$ cat config.mk
export PLATFORM = sky130hd
export DESIGN_NAME = dpsm_core
export DESIGN_NICKNAME = d
export VERILOG_FILES = /design/src/dpsm_pkg.sv /design/src/dpsm_timer.sv /design/src/dpsm_core.sv
export SDC_FILE = /design/constraint.sdc
export NUM_CORES = 1
export LEC_CHECK = 0
export BUFFER_PORTS_ARGS = -buffer_cell sky130_fd_sc_hd__buf_2
export CORE_UTILIZATION = 56
export CTS_BUF_LIST = sky130_fd_sc_hd__clkbuf_4 sky130_fd_sc_hd__clkbuf_8
export DETAILED_ROUTE_END_ITERATION = 8
export GPL_TIMING_DRIVEN = 0
export HOLD_SLACK_MARGIN = 0.02
export PLACE_DENSITY = 0.75
export SYNTH_ARGS = -nofsm -noshare
export SYNTH_HDL_FRONTEND = slang
export SYNTH_SLANG_ARGS = --single-unit
export TNS_END_PERCENT = 50
$ cat constraint.sdc
create_clock -name i_mclk -period 2.76 [get_ports i_mclk]
set_clock_uncertainty 0.05 [all_clocks]
set_input_delay 0.276 -clock i_mclk [delete_from_list [all_inputs] [get_ports i_mclk]]
set_output_delay 0.276 -clock i_mclk [all_outputs]
set_load 0.02 [all_outputs]
$ cat src/dpsm_pkg.sv
// dpsm_pkg: constants and types for the drive power state machine
// assumes a 100 MHz i_mclk; no registers reachable by software
package dpsm_pkg;
	// command codes presented on i_cmd with i_cmd_valid
	typedef enum logic [3:0] {
		DPSM_CMD_NONE = 4'h0,
		DPSM_CMD_SHUTDOWN = 4'h1,
		DPSM_CMD_SWITCH_ON = 4'h2,
		DPSM_CMD_DIS_VOLT = 4'h3,
		DPSM_CMD_QUICK_STOP = 4'h4,
		DPSM_CMD_DIS_OP = 4'h5,
		DPSM_CMD_EN_OP = 4'h6,
		DPSM_CMD_FAULT_RESET = 4'h7
	} dpsm_cmd_t;

	// one-hot state codes
	typedef enum logic [8:0] {
		DPSM_NOT_READY = 9'h001,
		DPSM_SW_DISABLED = 9'h002,
		DPSM_READY = 9'h004,
		DPSM_IDENT = 9'h008,
		DPSM_SWITCHED_ON = 9'h010,
		DPSM_OP_ENABLE = 9'h020,
		DPSM_QUICK_STOP = 9'h040,
		DPSM_FAULT_REACT = 9'h080,
		DPSM_FAULT = 9'h100
	} dpsm_state_t;

	// status word state bits 0,1,2,3,5,6 packed as {6,5,3,2,1,0}
	localparam logic [5:0] DPSM_SW_NOT_READY = 6'h00;
	localparam logic [5:0] DPSM_SW_SW_DISABLED = 6'h20;
	localparam logic [5:0] DPSM_SW_READY = 6'h11;
	localparam logic [5:0] DPSM_SW_SWITCHED_ON = 6'h13;
	localparam logic [5:0] DPSM_SW_OP_ENABLE = 6'h17;
	localparam logic [5:0] DPSM_SW_QUICK_STOP = 6'h07;
	localparam logic [5:0] DPSM_SW_FAULT_REACT = 6'h0F;
	localparam logic [5:0] DPSM_SW_FAULT = 6'h08;

	// timing
	localparam int DPSM_CLK_HZ = 100_000_000;
	localparam int DPSM_IDENT_MS = 1000;
	localparam int DPSM_IDENT_CYC = DPSM_IDENT_MS * (DPSM_CLK_HZ / 1000);
	localparam int DPSM_INIT_CYC = 16;
endpackage

$ cat src/dpsm_timer.sv
// dpsm_timer: load-and-count-down delay timer
// assumes one clock; o_done pulses one cycle on expiry
`timescale 1ns/1ps
module dpsm_timer #(
	parameter int WIDTH = 32
) (
	// clock and reset
	input wire logic i_mclk,
	input wire logic i_rst_n,
	// control
	input wire logic i_start,
	input wire logic i_abort,
	input wire logic [WIDTH-1:0] i_count,
	// result
	output logic o_busy,
	output logic o_done
);
	logic [WIDTH-1:0] cnt_r; // cycles left

	initial begin
		if (WIDTH < 2) $error("dpsm_timer: WIDTH too small");
	end

	// count down while busy
	always_ff @(posedge i_mclk or negedge i_rst_n) begin
		if (!i_rst_n) begin
			cnt_r <= '0;
			o_busy <= 1'b0;
			o_done <= 1'b0;
		end else begin
			o_done <= 1'b0;
			if (i_abort) begin
				o_busy <= 1'b0;
			end else if (i_start) begin
				cnt_r <= i_count;
				o_busy <= 1'b1;
			end else if (o_busy) begin
				if (cnt_r <= 1) begin
					o_busy <= 1'b0;
					o_done <= 1'b1;
				end else begin
					cnt_r <= cnt_r - 1'b1;
				end
			end
		end
	end
endmodule

$ cat src/dpsm_core.sv
// dpsm_core: power-stage state machine of a stepper drive
// assumes commands and events come from logic on i_mclk;
// i_standstill comes from the motion generator on the same clock
`timescale 1ns/1ps
module dpsm_core import dpsm_pkg::*; #(
	parameter int IDENT_CYC = DPSM_IDENT_CYC,
	parameter int INIT_CYC = DPSM_INIT_CYC
) (
	// clock and reset
	input wire logic i_mclk,
	input wire logic i_rst_n,
	// command port
	input wire logic i_cmd_valid,
	input wire logic [3:0] i_cmd,
	// events
	input wire logic i_error,
	input wire logic i_warning,
	input wire logic i_warn_reset,
	input wire logic i_standstill,
	// drive outputs
	output logic o_voltage_en,
	output logic o_motion_en,
	output logic o_brake,
	output logic o_ident_run,
	// status
	output logic [5:0] o_status_state,
	output logic o_status_warning,
	output logic o_status_volt
);
	dpsm_state_t state_r; // current state
	dpsm_state_t state_nxt; // next state
	logic [15:0] init_cnt_r; // startup init delay
	logic ident_done_r; // identification already done
	logic brake_pend_r; // disable operation braking
	logic id_start; // launch identification
	logic id_done; // identification finished
	logic id_busy; // identification running
	logic cmd_ok; // valid command this cycle

	initial begin
		if (IDENT_CYC < 1 || INIT_CYC < 1 || INIT_CYC > 65535)
			$error("dpsm_core: bad timing parameter");
	end

	// packed status code of a state
	function automatic logic [5:0] state_code(input dpsm_state_t s);
		case (s)
			DPSM_SW_DISABLED: state_code = DPSM_SW_SW_DISABLED;
			DPSM_READY: state_code = DPSM_SW_READY;
			DPSM_IDENT: state_code = DPSM_SW_READY;
			DPSM_SWITCHED_ON: state_code = DPSM_SW_SWITCHED_ON;
			DPSM_OP_ENABLE: state_code = DPSM_SW_OP_ENABLE;
			DPSM_QUICK_STOP: state_code = DPSM_SW_QUICK_STOP;
			DPSM_FAULT_REACT: state_code = DPSM_SW_FAULT_REACT;
			DPSM_FAULT: state_code = DPSM_SW_FAULT;
			default: state_code = DPSM_SW_NOT_READY;
		endcase
	endfunction

	// voltage applied in a state
	function automatic logic volt_of(input dpsm_state_t s);
		volt_of = (s == DPSM_IDENT) || (s == DPSM_SWITCHED_ON) ||
			(s == DPSM_OP_ENABLE) || (s == DPSM_QUICK_STOP);
	endfunction

	assign cmd_ok = i_cmd_valid;
	assign id_start = (state_r == DPSM_READY) && cmd_ok &&
		(i_cmd == DPSM_CMD_SWITCH_ON) && !ident_done_r && !i_error;

	// identification measurement timer
	dpsm_timer #(
		.WIDTH(32)
	) u_ident (
		.i_mclk(i_mclk),
		.i_rst_n(i_rst_n),
		.i_start(id_start),
		.i_abort(state_nxt != DPSM_IDENT && state_r == DPSM_IDENT),
		.i_count(32'(IDENT_CYC)),
		.o_busy(id_busy),
		.o_done(id_done)
	);

	// next state decision
	always_comb begin
		state_nxt = state_r;
		if (i_error && state_r != DPSM_FAULT &&
			state_r != DPSM_FAULT_REACT && state_r != DPSM_NOT_READY) begin
			state_nxt = DPSM_FAULT_REACT;
		end else begin
			case (state_r)
				DPSM_NOT_READY: begin
					if (init_cnt_r == 16'(INIT_CYC))
						state_nxt = DPSM_SW_DISABLED;
				end
				DPSM_SW_DISABLED: begin
					if (cmd_ok && i_cmd == DPSM_CMD_SHUTDOWN)
						state_nxt = DPSM_READY;
				end
				DPSM_READY: begin
					if (cmd_ok && (i_cmd == DPSM_CMD_DIS_VOLT ||
						i_cmd == DPSM_CMD_QUICK_STOP))
						state_nxt = DPSM_SW_DISABLED;
					else if (cmd_ok && i_cmd == DPSM_CMD_SWITCH_ON)
						state_nxt = ident_done_r ? DPSM_SWITCHED_ON :
							DPSM_IDENT;
				end
				DPSM_IDENT: begin
					if (id_done)
						state_nxt = DPSM_SWITCHED_ON;
				end
				DPSM_SWITCHED_ON: begin
					if (cmd_ok && (i_cmd == DPSM_CMD_DIS_VOLT ||
						i_cmd == DPSM_CMD_QUICK_STOP))
						state_nxt = DPSM_SW_DISABLED;
					else if (cmd_ok && i_cmd == DPSM_CMD_SHUTDOWN)
						state_nxt = DPSM_READY;
					else if (cmd_ok && i_cmd == DPSM_CMD_EN_OP &&
						!brake_pend_r)
						state_nxt = DPSM_OP_ENABLE;
				end
				DPSM_OP_ENABLE: begin
					if (cmd_ok && i_cmd == DPSM_CMD_DIS_OP)
						state_nxt = DPSM_SWITCHED_ON;
					else if (cmd_ok && i_cmd == DPSM_CMD_SHUTDOWN)
						state_nxt = DPSM_READY;
					else if (cmd_ok && i_cmd == DPSM_CMD_DIS_VOLT)
						state_nxt = DPSM_SW_DISABLED;
					else if (cmd_ok && i_cmd == DPSM_CMD_QUICK_STOP)
						state_nxt = DPSM_QUICK_STOP;
				end
				DPSM_QUICK_STOP: begin
					if (cmd_ok && i_cmd == DPSM_CMD_EN_OP)
						state_nxt = DPSM_OP_ENABLE;
					else if (i_standstill)
						state_nxt = DPSM_SW_DISABLED;
				end
				DPSM_FAULT_REACT: begin
					state_nxt = DPSM_FAULT; // voltage cut, then fault
				end
				DPSM_FAULT: begin
					if (cmd_ok && i_cmd == DPSM_CMD_FAULT_RESET)
						state_nxt = DPSM_SW_DISABLED;
				end
				default: state_nxt = DPSM_NOT_READY;
			endcase
		end
	end

	// state register, not ready at reset
	always_ff @(posedge i_mclk or negedge i_rst_n) begin
		if (!i_rst_n) begin
			state_r <= DPSM_NOT_READY;
		end else begin
			state_r <= state_nxt;
		end
	end

	// internal initialization delay after start
	always_ff @(posedge i_mclk or negedge i_rst_n) begin
		if (!i_rst_n) begin
			init_cnt_r <= '0;
		end else if (state_r == DPSM_NOT_READY &&
			init_cnt_r != 16'(INIT_CYC)) begin
			init_cnt_r <= init_cnt_r + 16'h0001;
		end
	end

	// identification done once per module start
	always_ff @(posedge i_mclk or negedge i_rst_n) begin
		if (!i_rst_n) begin
			ident_done_r <= 1'b0;
		end else if (state_r == DPSM_IDENT && id_done) begin
			ident_done_r <= 1'b1;
		end
	end

	// braking after disable operation until standstill
	always_ff @(posedge i_mclk or negedge i_rst_n) begin
		if (!i_rst_n) begin
			brake_pend_r <= 1'b0;
		end else if (state_r == DPSM_OP_ENABLE &&
			state_nxt == DPSM_SWITCHED_ON) begin
			brake_pend_r <= !i_standstill;
		end else if (i_standstill || state_nxt != DPSM_SWITCHED_ON) begin
			brake_pend_r <= 1'b0;
		end
	end

	// drive outputs, registered from the next state
	always_ff @(posedge i_mclk or negedge i_rst_n) begin
		if (!i_rst_n) begin
			o_voltage_en <= 1'b0;
			o_motion_en <= 1'b0;
			o_brake <= 1'b0;
			o_ident_run <= 1'b0;
			o_status_volt <= 1'b0;
			o_status_state <= DPSM_SW_NOT_READY;
		end else begin
			o_voltage_en <= volt_of(state_nxt);
			o_status_volt <= volt_of(state_nxt);
			o_motion_en <= (state_nxt == DPSM_OP_ENABLE);
			o_brake <= (state_nxt == DPSM_QUICK_STOP) ||
				(state_r == DPSM_OP_ENABLE &&
				state_nxt == DPSM_SWITCHED_ON && !i_standstill) ||
				(brake_pend_r && state_nxt == DPSM_SWITCHED_ON &&
				!i_standstill);
			o_ident_run <= (state_nxt == DPSM_IDENT);
			o_status_state <= state_code(state_nxt);
		end
	end

	// warning bit, set wins over reset
	always_ff @(posedge i_mclk or negedge i_rst_n) begin
		if (!i_rst_n) begin
			o_status_warning <= 1'b0;
		end else if (i_warning) begin
			o_status_warning <= 1'b1;
		end else if (i_warn_reset ||
			(state_r == DPSM_FAULT && state_nxt != DPSM_FAULT)) begin
			o_status_warning <= 1'b0;
		end
	end
endmodule

==> results.md, run 1 <==
- Outcome: finished with violations
- Failing checks: hold timing, setup timing
- Largest net degree at the start of global routing: 73
- Finished Core Util: 0.707
- Ys Warns: 0
- Syn Nets: 460
- Ant diodes: 0
- Die area: 7540 um^2
- Synth top area share: 0.441
- Worst-skew pair later-pin latency: 0.35 ns
- Antenna Nets Post-Route: 0
- Post-synthesis async set-or-reset flop share: 1.00
- Mux cell area share after synthesis: 0.00280
- Fin crit period: 2.89 ns
- Clock Pin Slew Worst Setup and Hold Paths: 0.08 ns
- Hold-fix buffers at CTS: 0
- Vias: 3745
- Synth Cell Area: 4030 um^2
- Count leader, synth: dfrtp_1
- Combinational family with the most area after synthesis: simple AND/OR/NAND/NOR gates
- Pleak: 0.00198 uW
- Cell taking the most area after synthesis: dfrtp_1
- P per Cell Area: 651 nW/um^2
- DIE HEIGHT: 86.8 um
- Overall Global Routing Usage: 0.286
- CP Class: reg2reg
- RSZ-0062 raised after global routing: true
- Xor/xnor cell area share of the yosys netlist: 0.0348
- Area after DPL: 4260 um^2
- H-Tree Depth: 3
- Via/cell ratio: 6.35
- Rows: 30
- Routability Congestion: 0.898
- WP data arrival: 3.11 ns
- Nets@finish: 504
- Average size of a mapped cell: 9.05 um^2
- Fin. Hold Viols: 9
- 1st-pass router iterations: 6
- CTS root buf: clkbuf_8
- WL final: 10200 um
- CTS tree: built
- Clock Tree Buf Depth: 2
- Synth Flop Type: dfrtp_1
- IO buf count: 21
- Sink Count: 72
- Syn Inst Count: 445
- Synth Area in Adders: 0.0124
- Worst-Margin Slew: 0.867 ns
- Remaining routing DRC violations: 0
- Simple-gate share of the synthesized area: 0.267
- Starting density of the core: 0.586
- Total CTS buffers: 9
- Iter 0 DRT Violations: 395
- Setup WS post-layout: -0.128 ns
- Total grt overflow: 0
- FMAX: 346 MHz
- Setup Viol. Count Final: 23
- Distinct cells, synth: 65
- Slew HR: 0.422
- Crit Path Max Fanout: 5
- Startpoint types: flop
- Synth Area in Compound Gates: 0.202
- Final instance area: 4850 um^2
- IO Pins: 23
- Sequential fraction of the synthesis area: 0.448
- Max Cap Viol: 0
- Worst hold path type: in2async
- HPWL Detailed: 6640 um
- Largest cells by area after synthesis: dfrtp_1 44%, nor2_1 3.7%, a21oi_1 3.5%
- Fill count: 510
- Post-synth top cells: 71 x dfrtp_1, 40 x nor2_1, 35 x nand2_1, 28 x a21oi_1, 28 x o21ai_0
- First-pass GRT wire length: 16700 um
- Critical Path RT: 2.98 ns
- Syn-to-layout area delta: 20.5%
- Hold slack: -0.0168 ns
- Layout cells sized above 1: 0.249
- Wirelength per Cell: 17.2 um
- Synth Register Bits: 72
- Initial antenna violation count: 0
- Vias in the first global route: 3366
- Share of the clock period used by the worst path: 1.05
- Chip width: 86.8 um
- Post-synth EDFFs: 0
- Setup crit end kind: flop
- Slew Limit Fails: 0
- Max VDD drop: 0.399 mV
- Core area: 6870 um^2
## power by group
| group | total, uW | switching (uW) | internal (uW) |
|---|---|---|---|
| sequential | 1360 | 153 | 1200 |
| clock | 930 | 401 | 529 |
| combinational | 875 | 530 | 344 |
| total | 3160 | 1080 | 2080 |
## routing by layer
metal,vias to the layer above,track usage,wire length (um)
li1,1752,-,-
met1,1797,0.407,4550
met2,174,0.431,4760
met3,22,0.0514,689
met4,0,0.118,168
met5,-,0,0
## timing repair
action	in CTS	in global routing
setup buffers	5	9
gates resized for setup	34	43
gates cloned	1	0
setup endpoints to repair	38	41
pin swaps	17	13
## state kept, by name, indices dropped and copies added (netlist names), 6 cells and up
signal / flops
init_cnt_r: 16
o_status_state: 6
state_r: 9
u_ident.cnt_r: 32
## cells by family after synthesis
group / Yosys count
fa+ha+maj: 4
buf+inv: 32
mux: 1
xor+xnor: 16
compound gates: 127
flops: 72
simple gates: 193
## final cells by class
class,count,area [um^2],share of cell area
multi-input combinational,341,2320,0.478
tap,96,120,0.0247
sequential,72,1810,0.372
buffer,14,87.6,0.0180
clock inverter,5,81.3,0.0168
inverter,15,56.3,0.0116
clock buffer,11,139,0.0286
timing repair buffer,36,244,0.0503
## critical path: stages (launching register included)
cell and delay, ns:
dfrtp_1 0.40, or4_4 0.55, or4b_4 0.56, or4_4 0.58
buf_8 0.17, and2_4 0.18, a31oi_1 0.13, o21ai_1 0.11
o21ai_2 0.08
## cell usage in the layout (no fill, tap or decap), types with 5 or more instances in the layout
cell type / instances
and3_1: 5
xnor2_1: 12
o21ai_0: 19
and2_1: 7
buf_2: 23
nand2b_1: 9
a31oi_1: 19
a21oi_1: 24
o41ai_1: 6
clkbuf_8: 9
nand4_1: 10
nand3_1: 8
nor4_1: 9
dfrtp_1: 68
nor3_1: 19
o21ai_1: 9
clkbuf_4: 5
nor2_1: 39
o31ai_1: 8
or4_4: 5
nand2_1: 31
inv_1: 15
buf_4: 15
## per-stage QoR
step,setup WS [ns],power [uW],setup TNS (ns),std cells
after floorplan,0.0243,1890,0,445
after global placement,-0.594,2080,-11.59,562
after detailed placement,-0.628,2110,-12.86,562
after CTS,-0.0727,3090,-0.339,583
after global routing,-0.171,3340,-2.83,590
final,-0.128,3160,-1.48,590
## final timing paths
check,startpoint,to,slack [ns],cells after the start
setup / recovery,u_ident.cnt_r[17],u_ident.cnt_r[5],-0.13,8
hold / removal,i_rst_n,brake_pend_r,-0.02,1
setup reg to reg,u_ident.cnt_r[17],u_ident.cnt_r[5],-0.13,8
hold reg to reg,u_ident.cnt_r[13],u_ident.cnt_r[13],0.44,1
max in group asynchronous,i_rst_n,u_ident.cnt_r[22],2.07,1
min in group i_mclk,i_warning,o_status_warning,0.07,2
No activity file was read; power rests on OpenSTA's default activity.
==> inputs of run 2 (changes only) <==
Settings changed: BUFFER_PORTS_ARGS -buffer_cell sky130_fd_sc_hd__buf_2 to unset, DONT_BUFFER_PORTS set to 1, PLACE_DENSITY 0.75 to 0.72.
==> run 2 against run 1 <==
The run ends with setup timing left. Core utilization decreased by 1.1 points. First-iteration DRC count down 32%. Die area stayed put. Critical endpoint is now u_ident.cnt_r[3]. Global-route usage grew 0.59 points.
==> results.md, run 2 (synthesis gave the netlist of run 1 again) <==
- IO Pins: 23 (unchanged)
- Vias: 3744 (-0.027%)
- Critical Path RT: 2.95 ns (-0.03 ns)
- Setup crit end: u_ident.cnt_r[3]
- Worst-Margin Slew: 0.872 ns (+0.00551 ns)
- CTS root buf: clkbuf_8
- Ant diodes: 0 (unchanged)
- Slew HR: 0.413 (-0.00904)
- Nets@finish: 490 (-2.8%)
- Max Cap Viol: 0 (unchanged)
- Overall Global Routing Usage: 0.292 (+0.00590)
- 1st-pass router iterations: 4 (-2)
- Chip width: 86.8 um (unchanged)
- Worst hold path type: in2reg
- CTS tree: built
- Wirelength per Cell: 18.2 um (+5.6%)
- Rows: 30 (unchanged)
- Sink Count: 72 (unchanged)
- FMAX: 355 MHz (+2.6%)
- CP Class: reg2reg
- Reg2reg start: u_ident.cnt_r[17]
- Most frequent cells in the layout: 68 x dfrtp_1, 36 x nor2_1, 33 x nand2_1
- DIE HEIGHT: 86.8 um (unchanged)
- Most common cell after layout, fill and taps aside: dfrtp_1
- Crit Path Max Fanout: 5 (unchanged)
- RSZ-0062 raised after global routing: true
- Total CTS buffers: 9 (unchanged)
- WL final: 10500 um (+3.1%)
- Remaining routing DRC violations: 0 (unchanged)
- Area after DPL: 4150 um^2 (-2.5%)
- P per Cell Area: 639 nW/um^2 (-1.8%)
- Setup WS post-layout: -0.0553 ns (+0.0723 ns)
- Finished Core Util: 0.696 (-0.0107)
- RR Endpoint: u_ident.cnt_r[3]
- Reg with most FFs: u_ident.cnt_r
- Slew Limit Fails: 0 (unchanged)
- Initial antenna violation count: 0 (unchanged)
- H-Tree Depth: 3 (unchanged)
- Worst-skew pair later-pin latency: 0.35 ns (about the same)
- Core area: 6870 um^2 (unchanged)
- Routability Congestion: 0.897 (-0.16%)
- Worst reg2reg setup slack: -0.06 ns (+0.07 ns)
- WP data arrival: 3.01 ns (-0.10 ns)
- Setup Viol. Count Final: 13 (-43%)
- First-pass GRT wire length: 16900 um (+1.3%)
- Layout cells sized above 1: 0.217 (-0.0323)
- Total grt overflow: 0 (unchanged)
- Clock Pin Slew Worst Setup and Hold Paths: 0.08 ns (about the same)
- Starting density of the core: 0.586 (unchanged)
- Pleak: 0.00188 uW (-5.2%)
- Syn-to-layout area delta: 18.7%
- Final instance area: 4780 um^2 (-1.5%)
- HPWL Detailed: 6680 um (+0.65%)
- Setup crit end kind: flop
- Antenna Nets Post-Route: 0 (unchanged)
- Outcome: finished with violations
- Clock Tree Buf Depth: 2 (unchanged)
- Vias in the first global route: 3461 (+2.8%)
- Max reg flops: 32 (unchanged)
- Hold Path Origin: i_warn_reset
- R2R depth: 8 (unchanged)
- Iter 0 DRT Violations: 269 (-32%)
- Max VDD drop: 0.270 mV (-32%)
- Via/cell ratio: 6.50 (+2.4%)
- Crit. Startpoint: u_ident.cnt_r[17]
- IO buf count: 0 (-100%)
- Share of the clock period used by the worst path: 1.02 (-0.0262)
- Fin crit period: 2.82 ns (-0.0723 ns)
- Failing checks: setup timing
- Startpoint types: flop
- Fin. Hold Viols: 0 (-9)
- Largest net degree at the start of global routing: 73 (unchanged)
- Die area: 7540 um^2 (unchanged)
- Top flop regs: u_ident.cnt_r x32, init_cnt_r x16, state_r x9
==> run 2: metrics by stage <==
stage | std cells | setup TNS [ns] | hold slack (ns) | setup WS (ns) | power [uW]
5_1_grt | 576 | -1.36 | 0.0638 | -0.104 | 3230
2_1_floorplan | 445 | 0 | -0.0696 | 0.0243 | 1890
4_1_cts | 574 | -0.0954 | 0.0597 | -0.0330 | 2990
6_report | 576 | -0.383 | 0.0675 | -0.0553 | 3060
3_5_place_dp | 541 | -11.96 | -0.0680 | -0.549 | 2060
3_3_place_gp | 541 | -12.46 | -0.0680 | -0.559 | 2040
==> run 2: area by class of cell <==
| class | instances | area (um^2) |
|---|---|---|
| tap | 96 | 120 |
| timing repair buffer | 22 | 213 |
| clock buffer | 11 | 145 |
| inverter | 15 | 56.3 |
| fill | 531 | 2090 |
| multi-input combinational | 341 | 2300 |
| sequential | 72 | 1810 |
| buffer | 14 | 83.8 |
| clock inverter | 5 | 56.3 |
==> run 2: worst min-delay path by stage <==
stage / to / slack [ns] / cells past startpoint
after floorplan: brake_pend_r / -0.07 / 0
after global placement: init_cnt_r[5] / -0.07 / 0
after detailed placement: init_cnt_r[5] / -0.07 / 0
after CTS: o_status_warning / 0.06 / 2
after global routing: o_status_warning / 0.06 / 2
final: o_status_warning / 0.07 / 2
==> run 2: what timing repair did <==
action                                 CTS  global route
resized for setup                       38            31
hold buffers                             4             0
endpoints found under the hold margin   74             0
setup endpoints to repair               37            41
setup buffers                           13             4
gates cloned                             1             0
pin swaps                               16             6
==> run 2: layer usage <==
| layer | global-route usage | share of wire | vias up |
|---|---|---|---|
| li1 | - | - | 1736 |
| met2 | 0.489 | 0.50 | 146 |
| met4 | 0.108 | 0.017 | 0 |
| met3 | 0.0610 | 0.063 | 21 |
| met1 | 0.372 | 0.42 | 1841 |
| met5 | 0 | 0 | - |
==> run 2: power breakdown <==
| part | switching [uW] | internal, uW |
|---|---|---|
| registers | 198 | 1200 |
| logic | 474 | 321 |
| clock network | 409 | 451 |
| total | 1080 | 1980 |
==> run 2: critical path, cell delays in order (launching register included) <==
cell and delay (ns):
dfrtp_1 0.41, or4_4 0.55, or4b_4 0.51, or4_4 0.55, buf_8 0.17, and2_4 0.18
nand3b_4 0.08, nor2_2 0.04, a22o_1 0.17
